--- config.mk ---
export PLATFORM = sky130hd
export DESIGN_NAME = cps_power_up_sequencer
export DESIGN_NICKNAME = d
export VERILOG_FILES = /design/src/cps_pkg.sv /design/src/cps_power_up_sequencer.sv
export SDC_FILE = /design/constraint.sdc
export NUM_CORES = 1
export LEC_CHECK = 0
export BUFFER_PORTS_ARGS = -buffer_cell sky130_fd_sc_hd__buf_4
export CAP_MARGIN = 25
export CELL_PAD_IN_SITES_DETAIL_PLACEMENT = 0
export CELL_PAD_IN_SITES_GLOBAL_PLACEMENT = 1
export CORE_MARGIN = 2
export CORE_UTILIZATION = 46
export CTS_CLUSTER_SIZE = 28
export DETAILED_ROUTE_END_ITERATION = 7
export PLACE_DENSITY_LB_ADDON = 0.1
export RECOVER_POWER = 50
export SLEW_MARGIN = 40
export SYNTH_ARGS = -nofsm -noshare
export SYNTH_HDL_FRONTEND = slang
export SYNTH_SLANG_ARGS = --single-unit
--- constraint.sdc ---
create_clock -name clk -period 22.5 [get_ports clk]
set_clock_uncertainty 0.2 [all_clocks]
set_input_delay 2.25 -clock clk [delete_from_list [all_inputs] [get_ports clk]]
set_output_delay 2.25 -clock clk [all_outputs]
set_load 0.005 [all_outputs]
--- src/cps_pkg.sv ---
// Constants, register map and carrier types of the charger power-up sequencer.
// Assumes a 125 MHz clock and comparator and ADC results synchronous to it.
package cps_pkg;

	// ----------------------------------------
	// Timebase
	// ----------------------------------------
	localparam int CLK_MHZ       = 125;
	localparam int TICK_NS       = 1000;
	localparam int CLK_PER_TICK  = TICK_NS * CLK_MHZ / 1000;
	localparam int TICK_PER_MS   = 1000000 / TICK_NS;
	localparam int T_POR_MS      = 5;
	localparam int T_ACCESS_MS   = 20;
	localparam int T_BIAS_MS     = 150;
	localparam int T_QUAL_MS     = 30;
	localparam int T_START_MS    = 30;
	localparam int T_RETRY_MIN   = 7;
	localparam int T_ALERT_NS    = 256;
	localparam int POR_TICKS     = T_POR_MS * TICK_PER_MS;
	localparam int ACCESS_TICKS  = T_ACCESS_MS * TICK_PER_MS;
	localparam int BIAS_TICKS    = T_BIAS_MS * TICK_PER_MS;
	localparam int QUAL_TICKS    = T_QUAL_MS * TICK_PER_MS;
	localparam int START_TICKS   = T_START_MS * TICK_PER_MS;
	localparam int RETRY_TICKS   = T_RETRY_MIN * 60 * 1000 * TICK_PER_MS;
	localparam int ALERT_CYC     = (T_ALERT_NS * CLK_MHZ + 999) / 1000;

	// ----------------------------------------
	// Analog thresholds and setting codes
	// ----------------------------------------
	localparam int LIMIT_STOP_MV   = 750;
	localparam int LIMIT_RESUME_MV = 1000;
	localparam int CLAMP_OFFSET_MV = 1000;
	localparam int CLAMP_MIN_MV    = 1080;
	localparam int CLAMP_R_MOHM    = 800;
	localparam int ILIM_LSB_MA     = 10;
	localparam logic [8:0] ILIM_MIN = 9'h00A;
	localparam logic [8:0] ILIM_POR = 9'h12C;
	localparam logic [8:0] ILIM_MAX = 9'h1FF;
	localparam int VBUS_HI_MV      = 7000;
	localparam int DROP_HI_MV      = 1400;
	localparam int DROP_LO_MV      = 700;
	localparam int VLIM_LSB_MV     = 100;
	localparam logic [7:0] VLIM_MIN = 8'h24;
	localparam logic [7:0] VLIM_MAX = 8'hDC;

	// ----------------------------------------
	// Register map
	// ----------------------------------------
	localparam logic [7:0] ADDR_STATUS = 8'h00;
	localparam logic [7:0] ADDR_FLAG   = 8'h04;
	localparam logic [7:0] ADDR_MASK   = 8'h08;
	localparam logic [7:0] ADDR_CTRL   = 8'h0C;
	localparam logic [7:0] ADDR_ILIM   = 8'h10;
	localparam logic [7:0] ADDR_VLIM   = 8'h14;
	localparam logic [7:0] ADDR_CONFIG = 8'h18;
	localparam int BIT_PG   = 0;
	localparam int BIT_OV   = 1;
	localparam int BIT_DONE = 2;
	localparam int BIT_HIZ  = 0;
	localparam int BIT_EXTL = 1;
	localparam int BIT_AUTO = 2;
	localparam int BIT_FRC  = 3;
	localparam int BIT_THRM = 4;
	localparam int BIT_CONV = 5;
	localparam int BIT_OTG  = 6;
	localparam logic [6:0] CTRL_RESET = 7'h26;

	typedef enum logic [10:0] {
		ST_IDLE    = 11'h001,
		ST_BATTERY = 11'h002,
		ST_BIAS    = 11'h004,
		ST_QUALIFY = 11'h008,
		ST_OVERV   = 11'h010,
		ST_RETRY   = 11'h020,
		ST_DETECT  = 11'h040,
		ST_MEASURE = 11'h080,
		ST_START   = 11'h100,
		ST_RUN     = 11'h200,
		ST_REMEAS  = 11'h400
	} cps_state_t;

	typedef struct packed {
		logic        wr;
		logic        rd;
		logic [7:0]  addr;
		logic [31:0] wdata;
	} cps_bus_t;

	typedef struct packed {
		logic        batUvloOk;
		logic        busUvloOk;
		logic        directPath;
		logic        auxPresent;
		logic        busOverVolt;
		logic        busPoor;
		logic        batAbove3v2;
		logic        sysMinStatus;
		logic        pairDetected;
		logic [2:0]  configCode;
		logic [11:0] limitPinMv;
		logic [14:0] busMv;
	} cps_sense_t;

endpackage

--- src/cps_power_up_sequencer.sv ---
// Charger power-up sequencer: supply qualification, limits, alert pin, registers.
// Assumes sense inputs are synchronous to clk; source-type detection is external.
//
// Contract
// - Battery only: bias off, battery switch on
// - Start on bus release or aux presence
// - 5 ms: detect pair, read config, load
// - Detected input pair gets its gate driven
// - Registers open 20 ms after supply
// - Bus present sets status; bias 150 ms later
// - Qualify 30 ms; pass sets good, alerts
// - After qualifying, detect source, update type, limit
// - Start switching 30 ms after detection
// - Battery-only bias on via OTG, or above 3.2V with conversion on and thermistor bit clear
// - Overvoltage: status, flag, alert, auto retry
// - Poor source: high impedance, flag, alert
// - Retry qualification every 7 minutes
// - Insertion clears high impedance; clear retries
// - Clamp from limit pin: 1V plus 0.8 ohm
// - Current limit held at clamp; reject higher
// - Limit pin below 0.75V stops, 1V resumes
// - Pin below 1.08V means 100mA clamp
// - Voltage limit: bus minus 1.4V or 0.7V
// - Forced remeasure, skipped at system minimum
// - Voltage limit saturates to 3.6V, 22V
// - Detection done: status, flag, masked alert
// - Config pin picks frequency and cell count
//
// Added by the designer: strobed register access and the address map.
`timescale 1ns/1ps

module cps_power_up_sequencer
	import cps_pkg::*;
#(
	parameter int POR_T    = POR_TICKS,
	parameter int ACCESS_T = ACCESS_TICKS,
	parameter int BIAS_T   = BIAS_TICKS,
	parameter int QUAL_T   = QUAL_TICKS,
	parameter int START_T  = START_TICKS,
	parameter int RETRY_T  = RETRY_TICKS
)
(
	input  wire logic        clk,
	input  wire logic        reset,
	input  wire cps_bus_t    busReq,
	output logic [31:0]      rdData,
	input  wire cps_sense_t  sense,
	input  wire logic        detectDone,
	input  wire logic [3:0]  detectType,
	input  wire logic [8:0]  detectLimit,
	output logic             detectActive,
	output logic             biasOn,
	output logic             batterySwitchOn,
	output logic             pairGateOn,
	output logic             switching,
	input  wire logic        alertIn,
	output logic             alertOut,
	output logic             alertOeN
);

	// ----------------------------------------
	// Parameter checks
	// ----------------------------------------
	if (POR_T < 1 || ACCESS_T <= POR_T || BIAS_T < 1 || QUAL_T < 1 || START_T < 1 || RETRY_T < 1)
		$error("cps_power_up_sequencer: bad timing parameters");

	// ----------------------------------------
	// Functions
	// ----------------------------------------
	function automatic logic [8:0] clampFromPin(input logic [11:0] mv);
		int code;
		code = (int'(mv) - CLAMP_OFFSET_MV) * 1000 / (CLAMP_R_MOHM * ILIM_LSB_MA);
		if (int'(mv) < CLAMP_MIN_MV)
			return ILIM_MIN;
		if (code > int'(ILIM_MAX))
			return ILIM_MAX;
		return 9'(code);
	endfunction

	function automatic logic [7:0] vlimFromBus(input logic [14:0] mv);
		int drop;
		int code;
		drop = (int'(mv) >= VBUS_HI_MV) ? DROP_HI_MV : DROP_LO_MV;
		code = (int'(mv) - drop) / VLIM_LSB_MV;
		if (code < int'(VLIM_MIN))
			return VLIM_MIN;
		if (code > int'(VLIM_MAX))
			return VLIM_MAX;
		return 8'(code);
	endfunction

	// ----------------------------------------
	// Timebase and supply timer
	// ----------------------------------------
	logic [6:0]  divCnt;
	logic [31:0] supplyTimer;
	logic [31:0] stateTimer;
	logic        porDone;
	wire         tick        = (int'(divCnt) == CLK_PER_TICK - 1);
	wire         busValid    = sense.directPath ? sense.busUvloOk : sense.auxPresent;
	wire         supplyValid = sense.batUvloOk | busValid;
	wire         porHit      = supplyValid & !porDone & (int'(supplyTimer) >= POR_T);
	wire         regsOpen    = int'(supplyTimer) >= ACCESS_T;

	always_ff @(posedge clk)
	begin
		if (reset || tick)
			divCnt <= 7'h00;
		else
			divCnt <= divCnt + 7'h01;
	end

	always_ff @(posedge clk)
	begin
		if (reset || !supplyValid)
			supplyTimer <= 32'h00000000;
		else if (tick && int'(supplyTimer) < ACCESS_T)
			supplyTimer <= supplyTimer + 32'h00000001;
	end

	// ----------------------------------------
	// Power-on configuration capture
	// ----------------------------------------
	logic       pairFound;
	logic       freqSel;
	logic [1:0] cellCount;

	always_ff @(posedge clk)
	begin
		if (reset || !supplyValid)
		begin
			porDone   <= 1'b0;
			pairFound <= 1'b0;
			freqSel   <= 1'b0;
			cellCount <= 2'h0;
		end
		else if (porHit)
		begin
			porDone   <= 1'b1;
			pairFound <= sense.pairDetected;
			freqSel   <= sense.configCode[0];
			cellCount <= sense.configCode[2:1];
		end
	end

	// ----------------------------------------
	// Register state
	// ----------------------------------------
	logic [6:0] ctrl;
	logic [2:0] flags;
	logic [2:0] mask;
	logic [8:0] ilim;
	logic [8:0] clamp;
	logic [7:0] vlim;
	logic [3:0] sourceType;
	logic       doneStatus;
	logic       busPrev;
	logic       limitStop;
	cps_state_t state;
	cps_state_t next_state;

	// ----------------------------------------
	// Sequencer
	// ----------------------------------------
	wire isQual   = state == ST_QUALIFY;
	wire ovEnter  = isQual & sense.busOverVolt;
	wire qualFail = isQual & !sense.busOverVolt & sense.busPoor;
	wire qualPass = isQual & !sense.busOverVolt & !sense.busPoor & (int'(stateTimer) >= QUAL_T);
	wire detFinish = (state == ST_DETECT) & detectDone;
	wire bootBias = ctrl[BIT_OTG] | (sense.batAbove3v2 & ctrl[BIT_CONV] & !ctrl[BIT_THRM]);

	always_comb
	begin
		next_state = state;
		if (!porDone)
			next_state = ST_IDLE;
		else if (!sense.busUvloOk)
			next_state = ST_BATTERY;
		else
			case (state)
				ST_IDLE, ST_BATTERY:
					next_state = ST_BIAS;
				ST_BIAS:
					if (int'(stateTimer) >= BIAS_T)
						next_state = ST_QUALIFY;
				ST_QUALIFY:
					if (ovEnter)
						next_state = ST_OVERV;
					else if (qualFail)
						next_state = ST_RETRY;
					else if (qualPass)
						next_state = ctrl[BIT_AUTO] ? ST_DETECT : ST_MEASURE;
				ST_OVERV:
					if (!sense.busOverVolt)
						next_state = ST_QUALIFY;
				ST_RETRY:
					if (!ctrl[BIT_HIZ] || int'(stateTimer) >= RETRY_T)
						next_state = ST_QUALIFY;
				ST_DETECT:
					if (detectDone)
						next_state = ST_MEASURE;
				ST_MEASURE:
					next_state = ST_START;
				ST_START:
					if (int'(stateTimer) >= START_T)
						next_state = ST_RUN;
				ST_RUN:
					if (ctrl[BIT_FRC] && !sense.sysMinStatus)
						next_state = ST_REMEAS;
				ST_REMEAS:
					next_state = ST_RUN;
				default:
					next_state = ST_IDLE;
			endcase
	end

	always_ff @(posedge clk)
	begin
		if (reset)
			state <= ST_IDLE;
		else
			state <= next_state;
	end

	always_ff @(posedge clk)
	begin
		if (reset || next_state != state)
			stateTimer <= 32'h00000000;
		else if (tick)
			stateTimer <= stateTimer + 32'h00000001;
	end

	// ----------------------------------------
	// Power path outputs
	// ----------------------------------------
	wire postQual = |(next_state & (ST_DETECT | ST_MEASURE | ST_START | ST_RUN | ST_REMEAS));
	wire busBias  = |(next_state & (ST_QUALIFY | ST_OVERV | ST_RETRY)) | postQual;

	always_ff @(posedge clk)
	begin
		if (reset)
		begin
			biasOn          <= 1'b0;
			batterySwitchOn <= 1'b0;
			pairGateOn      <= 1'b0;
			switching       <= 1'b0;
			detectActive    <= 1'b0;
			limitStop       <= 1'b0;
		end
		else
		begin
			biasOn          <= busBias | (next_state == ST_BATTERY && bootBias);
			batterySwitchOn <= porDone & sense.batUvloOk;
			pairGateOn      <= pairFound & busValid;
			switching       <= (next_state == ST_RUN) & !limitStop & !ctrl[BIT_HIZ] & ctrl[BIT_CONV];
			detectActive    <= next_state == ST_DETECT;
			if (int'(sense.limitPinMv) < LIMIT_STOP_MV)
				limitStop <= 1'b1;
			else if (int'(sense.limitPinMv) > LIMIT_RESUME_MV)
				limitStop <= 1'b0;
		end
	end

	// ----------------------------------------
	// Register bus decode
	// ----------------------------------------
	wire        wrOk    = busReq.wr & regsOpen;
	wire        wrFlag  = wrOk & (busReq.addr == ADDR_FLAG);
	wire        wrMask  = wrOk & (busReq.addr == ADDR_MASK);
	wire        wrCtrl  = wrOk & (busReq.addr == ADDR_CTRL);
	wire [8:0]  wrIlimV = busReq.wdata[8:0];
	wire        wrIlim  = wrOk & (busReq.addr == ADDR_ILIM) & (!ctrl[BIT_EXTL] | wrIlimV <= clamp);
	wire        insert  = sense.busUvloOk & !busPrev;
	wire [8:0]  newClamp = clampFromPin(sense.limitPinMv);
	wire [2:0]  flagSet = {detFinish, ovEnter, qualPass | qualFail};
	wire [31:0] statusWord = {20'h00000, sourceType, switching, biasOn, regsOpen, doneStatus,
		state == ST_OVERV, postQual & (state != ST_IDLE), sense.sysMinStatus, sense.busUvloOk};
	wire [31:0] readMux =
		(busReq.addr == ADDR_STATUS) ? statusWord :
		(busReq.addr == ADDR_FLAG)   ? {29'h00000000, flags} :
		(busReq.addr == ADDR_MASK)   ? {29'h00000000, mask} :
		(busReq.addr == ADDR_CTRL)   ? {25'h0000000, ctrl} :
		(busReq.addr == ADDR_ILIM)   ? {23'h000000, ilim} :
		(busReq.addr == ADDR_VLIM)   ? {24'h000000, vlim} :
		(busReq.addr == ADDR_CONFIG) ? {15'h0000, clamp, 4'h0, pairFound, cellCount, freqSel} :
		32'h00000000;

	always_ff @(posedge clk)
	begin
		if (reset)
			rdData <= 32'h00000000;
		else
			rdData <= (busReq.rd && regsOpen) ? readMux : 32'h00000000;
	end

	// ----------------------------------------
	// Control, flags and masks
	// ----------------------------------------
	always_ff @(posedge clk)
	begin
		if (reset || !porDone)
		begin
			ctrl  <= CTRL_RESET;
			flags <= 3'h0;
			mask  <= 3'h0;
		end
		else
		begin
			if (wrCtrl)
				ctrl <= busReq.wdata[6:0];
			if (insert)
				ctrl[BIT_HIZ] <= 1'b0;
			if (qualFail)
				ctrl[BIT_HIZ] <= 1'b1;
			if ((state == ST_RUN && sense.sysMinStatus) || state == ST_REMEAS)
				ctrl[BIT_FRC] <= 1'b0;
			if (wrMask)
				mask <= busReq.wdata[2:0];
			flags <= (flags & ~(wrFlag ? busReq.wdata[2:0] : 3'h0)) | flagSet;
		end
	end

	// ----------------------------------------
	// Limits and detection results
	// ----------------------------------------
	always_ff @(posedge clk)
	begin
		if (reset || !porDone)
		begin
			ilim       <= ILIM_POR;
			clamp      <= ILIM_MAX;
			vlim       <= VLIM_MIN;
			sourceType <= 4'h0;
			doneStatus <= 1'b0;
			busPrev    <= 1'b0;
		end
		else
		begin
			busPrev <= sense.busUvloOk;
			if (qualPass)
			begin
				clamp <= newClamp;
				ilim  <= (ilim > newClamp) ? newClamp : ilim;
				vlim  <= vlimFromBus(sense.busMv);
			end
			else if (detFinish)
				ilim <= (detectLimit > clamp) ? clamp : detectLimit;
			else if (wrIlim)
				ilim <= wrIlimV;
			if (state == ST_MEASURE || state == ST_REMEAS)
				vlim <= vlimFromBus(sense.busMv);
			if (detFinish)
			begin
				sourceType <= detectType;
				doneStatus <= 1'b1;
			end
			else if (!sense.busUvloOk)
			begin
				sourceType <= 4'h0;
				doneStatus <= 1'b0;
			end
		end
	end

	// ----------------------------------------
	// Alert pulse
	// ----------------------------------------
	logic [7:0] alertCnt;
	wire alertFire = ((qualPass | qualFail) & !mask[BIT_PG])
		| (ovEnter & (!mask[BIT_OV] | !mask[BIT_PG]))
		| (detFinish & !mask[BIT_DONE]);

	always_ff @(posedge clk)
	begin
		if (reset)
			alertCnt <= 8'h00;
		else if (alertFire)
			alertCnt <= 8'(ALERT_CYC);
		else if (alertCnt != 8'h00)
			alertCnt <= alertCnt - 8'h01;
	end

	always_ff @(posedge clk)
	begin
		if (reset)
			alertOeN <= 1'b1;
		else
			alertOeN <= (alertCnt == 8'h00);
	end

	assign alertOut = 1'b0;

endmodule

==> flow_metrics.env, run 1 <==
export IMPL_syn_area_um2=17600
export IMPL_final_common_cell="nor2_1"
export IMPL_wl_per_cell_um=17.13
export IMPL_worstMarginPinSlew_ns=1.522
export IMPL_r2r_end="stateTimer[26]$_SDFFE_PP0N_"
export IMPL_grt_antenna_before_repair=0
export IMPL_rsz0062_at_grt="false"
export IMPL_grt_overflow=0
export IMPL_crit_required_ns=22.63
export IMPL_grt_pass1_vias=15839
export IMPL_ys_async_sr_fraction_pct=0
export IMPL_grt_pass1_wl_mm=80.67
export IMPL_worst_setup_path_type="in2reg"
export IMPL_cts_resized=0
export IMPL_clk_pin_slew_ns=0.07
export IMPL_r2r_cells=16
export IMPL_rows=71
export IMPL_num_vias=17120
export IMPL_drc=0
export IMPL_hold_viol=0
export IMPL_io_pins=137
export IMPL_min_from="vlim[6]$_SDFFE_PP0P_"
export IMPL_mostFrequentLayoutCells="271 x nor2_1, 227 x nand2_1, 164 x dfxtp_1, 114 x a21oi_1, 113 x inv_1"
export IMPL_cts_max_level=4
export IMPL_diodes=0
export IMPL_initial_core_util_pct=46.73
export IMPL_dp_slack_ns=1.671
export IMPL_fin_crit_sh_pct=90.28
export IMPL_postCtsHoldBufs=0
export IMPL_die_width_um=199.6
export IMPL_cts_tree="done"
export IMPL_synth_area_per_cell_um2=7.630
export IMPL_synth_top_area_share_pct=18.65
export IMPL_fillCellCount=3803
export IMPL_slew_headroom_pct=-1.487
export IMPL_seq_area_frac_synth_pct=18.65
export IMPL_critPathMaxStageDelay_ns=0.62
export IMPL_tns_ns=0
export IMPL_regToRegSetupSlack_ns=18.00
export IMPL_fin_nets=2603
export IMPL_vias_per_cell=5.932
export IMPL_syn2layout_area_growth_pct=10.44
export IMPL_timing_rr_start="state[1]$_SDFF_PP0_"
export IMPL_routabilityCongestion=0.9075
export IMPL_maxCapViolations=1
export IMPL_crit_path_top_delay_cell="mux2i_2"
export IMPL_ys_warnings_count=0
export IMPL_drt_first_iter_violations=1176
export IMPL_synthTopCellsByArea="dfxtp_1 19%, ha_1 7.0%, nor2_1 5.8%"
export IMPL_grt_max_degree=34
export IMPL_post_cts_buffers=0
export IMPL_crit_path_start_kind="primary input"
export IMPL_insertion_delay_ns=0.44
export IMPL_holdPathEnd="vlim[6]$_SDFFE_PP0P_"
export IMPL_die_y_um=199.6
export IMPL_drive_gt1_share_pct=9.011
export IMPL_clock_tree_buffer_depth=2
export IMPL_ys_flop_type="dfxtp_1"
export IMPL_critPathCaptureType="register"
export IMPL_status="complete, but fails checks"
export IMPL_period_needed_ns=20.31
export IMPL_crit_arrival_ns=20.44
export IMPL_portBuffers=96
export IMPL_hpwl_mm=39.07
export IMPL_synth_edff_count=0
export IMPL_finalSetupViolCount=0
export IMPL_worstHoldPathCells=2
export IMPL_drt_total_wl_mm=49.45
export IMPL_ant_nets=0
export IMPL_die_area_um2=39850
export IMPL_hold_class="reg2reg"
export IMPL_grt_total_usage_pct=24.61
export IMPL_synth_cells=2307
export IMPL_clock_sinks=164
export IMPL_violations="capacitance limit, slew limit"
export IMPL_fin_util_pct=51.61
export IMPL_core_area_um2=37670
export IMPL_cts_buffers=17
export IMPL_cts_root_buffer="clkbuf_16"
export IMPL_synth_cell_types=117
export IMPL_dr_pass1_iters=5
export IMPL_synth_top_cell_by_area="dfxtp_1"
export IMPL_ys_seq_elements=164
export IMPL_fmax_mhz=49.23
export IMPL_maxSlewViolCount=25
export IMPL_cp_max_fo=32
export IMPL_finalWorstSetupSlack_ns=2.186
## how the worst max path moves through the flow
stage               from                   end  cells after the start
3_3_place_gp   sense[18]  ilim[5]$_SDFFE_PP1P_                     65
5_1_grt        sense[18]  ilim[5]$_SDFFE_PP1P_                     66
3_5_place_dp   sense[18]  ilim[5]$_SDFFE_PP1P_                     67
2_1_floorplan  sense[18]  ilim[5]$_SDFFE_PP1P_                     68
4_1_cts        sense[18]  ilim[5]$_SDFFE_PP1P_                     67
6_report       sense[18]  ilim[5]$_SDFFE_PP1P_                     67
## metrics by stage
step	cells	hold WS [ns]	area, um^2
detailed placement	2854	0.2451	18750
floorplan	2323	0.2160	17660
global placement	2854	0.2432	18710
global route	2886	0.2765	19440
finish	2886	0.2522	19440
CTS	2886	0.2549	19430
## state kept, by name, indices dropped and copies added (netlist names), 2 cells and up
name         cells
clamp            9
vlim             8
mask             3
sourceType       4
rdData          17
divCnt           7
supplyTimer     32
cellCount        2
ctrl             7
stateTimer      32
ilim             9
alertCnt         8
flags            3
state           11
## area by class of cell
| cell class | count | area (um^2) | area share (%) |
|---|---|---|---|
| inverters | 113 | 424.2 | 2.182 |
| well taps | 511 | 639.4 | 3.289 |
| repair buffers | 108 | 780.7 | 4.016 |
| clock inverters | 12 | 225.2 | 1.158 |
| flip-flops and latches | 164 | 3283 | 16.89 |
| multi-input cells | 1958 | 13630 | 70.12 |
| clock buffers | 20 | 456.7 | 2.349 |
## routing by layer
layer / global-route usage (%) / share of wire [%]
met2: 41.72 / 47
met1: 34.01 / 48
met3: 2.177 / 3.7
met5: 0 / 0
met4: 5.021 / 1.3
## synth_stat cells (all sizes together) (9+ instances only)
cell     number
a2111oi      15
a211o        16
a211oi       38
a21o         31
a21oi       119
a22oi        15
a31oi        38
a41oi         9
and2         37
and3         31
and4         10
buf          33
clkbuf       55
dfxtp       164
fa           44
ha           99
inv         113
mux2i        56
nand2       228
nand2b       22
nand3        94
nand3b       12
nand4        39
nor2        276
nor2b        21
nor3         55
nor4         31
o211a         9
o211ai       33
o21a         18
o21ai       111
o21bai       10
o221ai        9
o22ai        10
o31a          9
o31ai        22
or2          11
or3          23
or4           9
xnor2       110
xor2         83
## logic make-up after synthesis
family | count (synthesis) | share of synthesized area (%)
compound gates | 612 | 25.29
xor+xnor | 193 | 9.645
fa+ha+maj | 146 | 12.22
buf+inv | 201 | 4.826
flops | 164 | 18.65
mux | 63 | 3.653
other cells | 1 | 0.02130
simple gates | 927 | 25.70
## worst max-delay path: cells and delay by family
kind	cells	cell delay (ns)
compound gates	33	9.62
fa+ha+maj	8	3.29
simple gates	16	2.52
buf+inv	6	1.05
mux	2	0.86
xor+xnor	2	0.81
Power of run 1 is not shown: default switching activity piles up to over one toggle a cycle in this logic, so the estimate is an artifact.
==> run 2: changes to the inputs <==
- CORE_UTILIZATION: 46 -> 30
- CTS_CLUSTER_DIAMETER: unset -> 120
==> run 2 against run 1 <==
  * The flow still finishes with violations (capacitance limit, slew limit)
  * Core utilization fell by 17 points
  * Critical endpoint unchanged
  * Die area rose by 52%
  * Worst setup slack got worse by 0.13 ns
  * Cell count rose by 9.2%
  * Count of clock-buffer cells in the layout did not move
  * Non-clock buffer count rose by 11
==> flow_metrics.env, run 2 (synthesis gave the netlist of run 1 again) <==
export IMPL_routabilityCongestion=0.8321
export IMPL_io_pins=137
export IMPL_fin_nets=2614
export IMPL_dr_pass1_iters=7
export IMPL_grt_overflow=0
export IMPL_drc=0
export IMPL_period_needed_ns=20.44
export IMPL_hold_viol=0
export IMPL_drt_total_wl_mm=55.28
export IMPL_wl_met2_mm=25.86
export IMPL_final_common_cell="nor2_1"
export IMPL_critPathMaxStageDelay_ns=0.65
export IMPL_multi_input_area_um2=13610
export IMPL_met1_length_mm=27.26
export IMPL_status="complete, but fails checks"
export IMPL_rsz0062_at_grt="false"
export IMPL_top_layer="met4"
export IMPL_drt_first_iter_violations=868
export IMPL_maxCapViolations=2
export IMPL_grt_max_degree=34
export IMPL_grt_total_usage_pct=18.06
export IMPL_num_vias=17017
export IMPL_clk_pin_slew_ns=0.07
export IMPL_core_area_um2=57810
export IMPL_met3_length_mm=1.454
export IMPL_insertion_delay_ns=0.45
export IMPL_clock_sinks=164
export IMPL_mostFrequentLayoutCells="271 x nor2_1, 227 x nand2_1, 164 x dfxtp_1, 114 x a21oi_1, 113 x inv_1"
export IMPL_syn2layout_area_growth_pct=12.10
export IMPL_rows=88
export IMPL_grt_antenna_before_repair=0
export IMPL_critPathCaptureType="register"
export IMPL_fin_util_pct=34.14
export IMPL_die_area_um2=60630
export IMPL_slew_headroom_pct=-12.28
export IMPL_diodes=0
export IMPL_cp_max_fo=12
export IMPL_fin_crit_sh_pct=90.86
export IMPL_violations="capacitance limit, slew limit"
export IMPL_finalSetupViolCount=0
export IMPL_fmax_mhz=48.92
export IMPL_worst_setup_path_type="in2reg"
export IMPL_initial_core_util_pct=30.45
export IMPL_cts_buffers=17
export IMPL_worstMarginPinSlew_ns=1.684
export IMPL_cts_resized=0
export IMPL_vias_per_cell=5.401
export IMPL_portBuffers=96
export IMPL_clock_tree_buffer_depth=2
export IMPL_crit_path_top_delay_cell="xor2_1"
export IMPL_reg_largest_list="stateTimer x32, supplyTimer x32, rdData x17"
export IMPL_hpwl_mm=44.09
export IMPL_hold_class="reg2reg"
export IMPL_cts_max_level=4
export IMPL_die_width_um=246.2
export IMPL_crit_arrival_ns=20.59
export IMPL_die_y_um=246.2
export IMPL_maxSlewViolCount=58
export IMPL_cp_common_cell="o21ai_0"
export IMPL_fillCellCount=6131
export IMPL_grt_pass1_wl_mm=89.07
export IMPL_regArea_um2=3283
export IMPL_wl_per_cell_um=17.54
export IMPL_ant_nets=0
export IMPL_tns_ns=0
export IMPL_postCtsHoldBufs=0
export IMPL_crit_path_start_kind="primary input"
export IMPL_cts_root_buffer="clkbuf_16"
export IMPL_post_cts_buffers=0
export IMPL_grt_pass1_vias=16622
export IMPL_crit_required_ns=22.65
export IMPL_drive_gt1_share_pct=9.388
export IMPL_cts_tree="done"
run 2: critical path, delay by kind of cell:
kind	cells	cell delay, ns
AOI/OAI and AO/OA	32	8.77
adders and majority gates	8	3.33
and+or+nand+nor	14	2.62
xor gates and xnor gates	4	1.92
muxes	2	0.87
buffers and inverters	6	0.77
run 2: worst paths after layout:
check                                     startpoint                         end  slack (ns)  depth (start not counted)
worst max register to register   state[1]$_SDFF_PP0_  stateTimer[2]$_SDFFE_PP0N_       18.03                         16
worst min-delay path            vlim[6]$_SDFFE_PP0P_        vlim[6]$_SDFFE_PP0P_        0.25                          2
worst min register to register  vlim[6]$_SDFFE_PP0P_        vlim[6]$_SDFFE_PP0P_        0.25                          2
worst max-delay path                       sense[18]        ilim[5]$_SDFFE_PP1P_        2.06                         66
run 2: through the flow:
stage               instance area, um^2  hold slack, ns  std cells  setup WS (ns)
finish                            19730          0.2475       3151          2.057
floorplan                         17660          0.2160       2323          4.894
CTS                               19740          0.2470       3151          2.365
global placement                  19110          0.2314       3119          1.698
detailed placement                19160          0.2372       3119          1.949
global route                      19730          0.2618       3151         0.6848
run 2: area by class of cell:
type                            count  area share [%]
Sequential cell                   164           16.64
Inverter                          113           2.150
Clock buffer                       20           2.314
Timing Repair Buffer              119           4.394
Tap cell                          765           4.851
Multi-Input combinational cell   1958           68.99
Clock inverter                     12          0.6658
run 2: routing by layer:
layer	vias up	track usage, %
met5	-	0
met4	0	4.064
met3	39	1.623
met2	290	30.55
met1	8131	24.73
li1	8557	-
Power of run 2 is left out for the same reason.
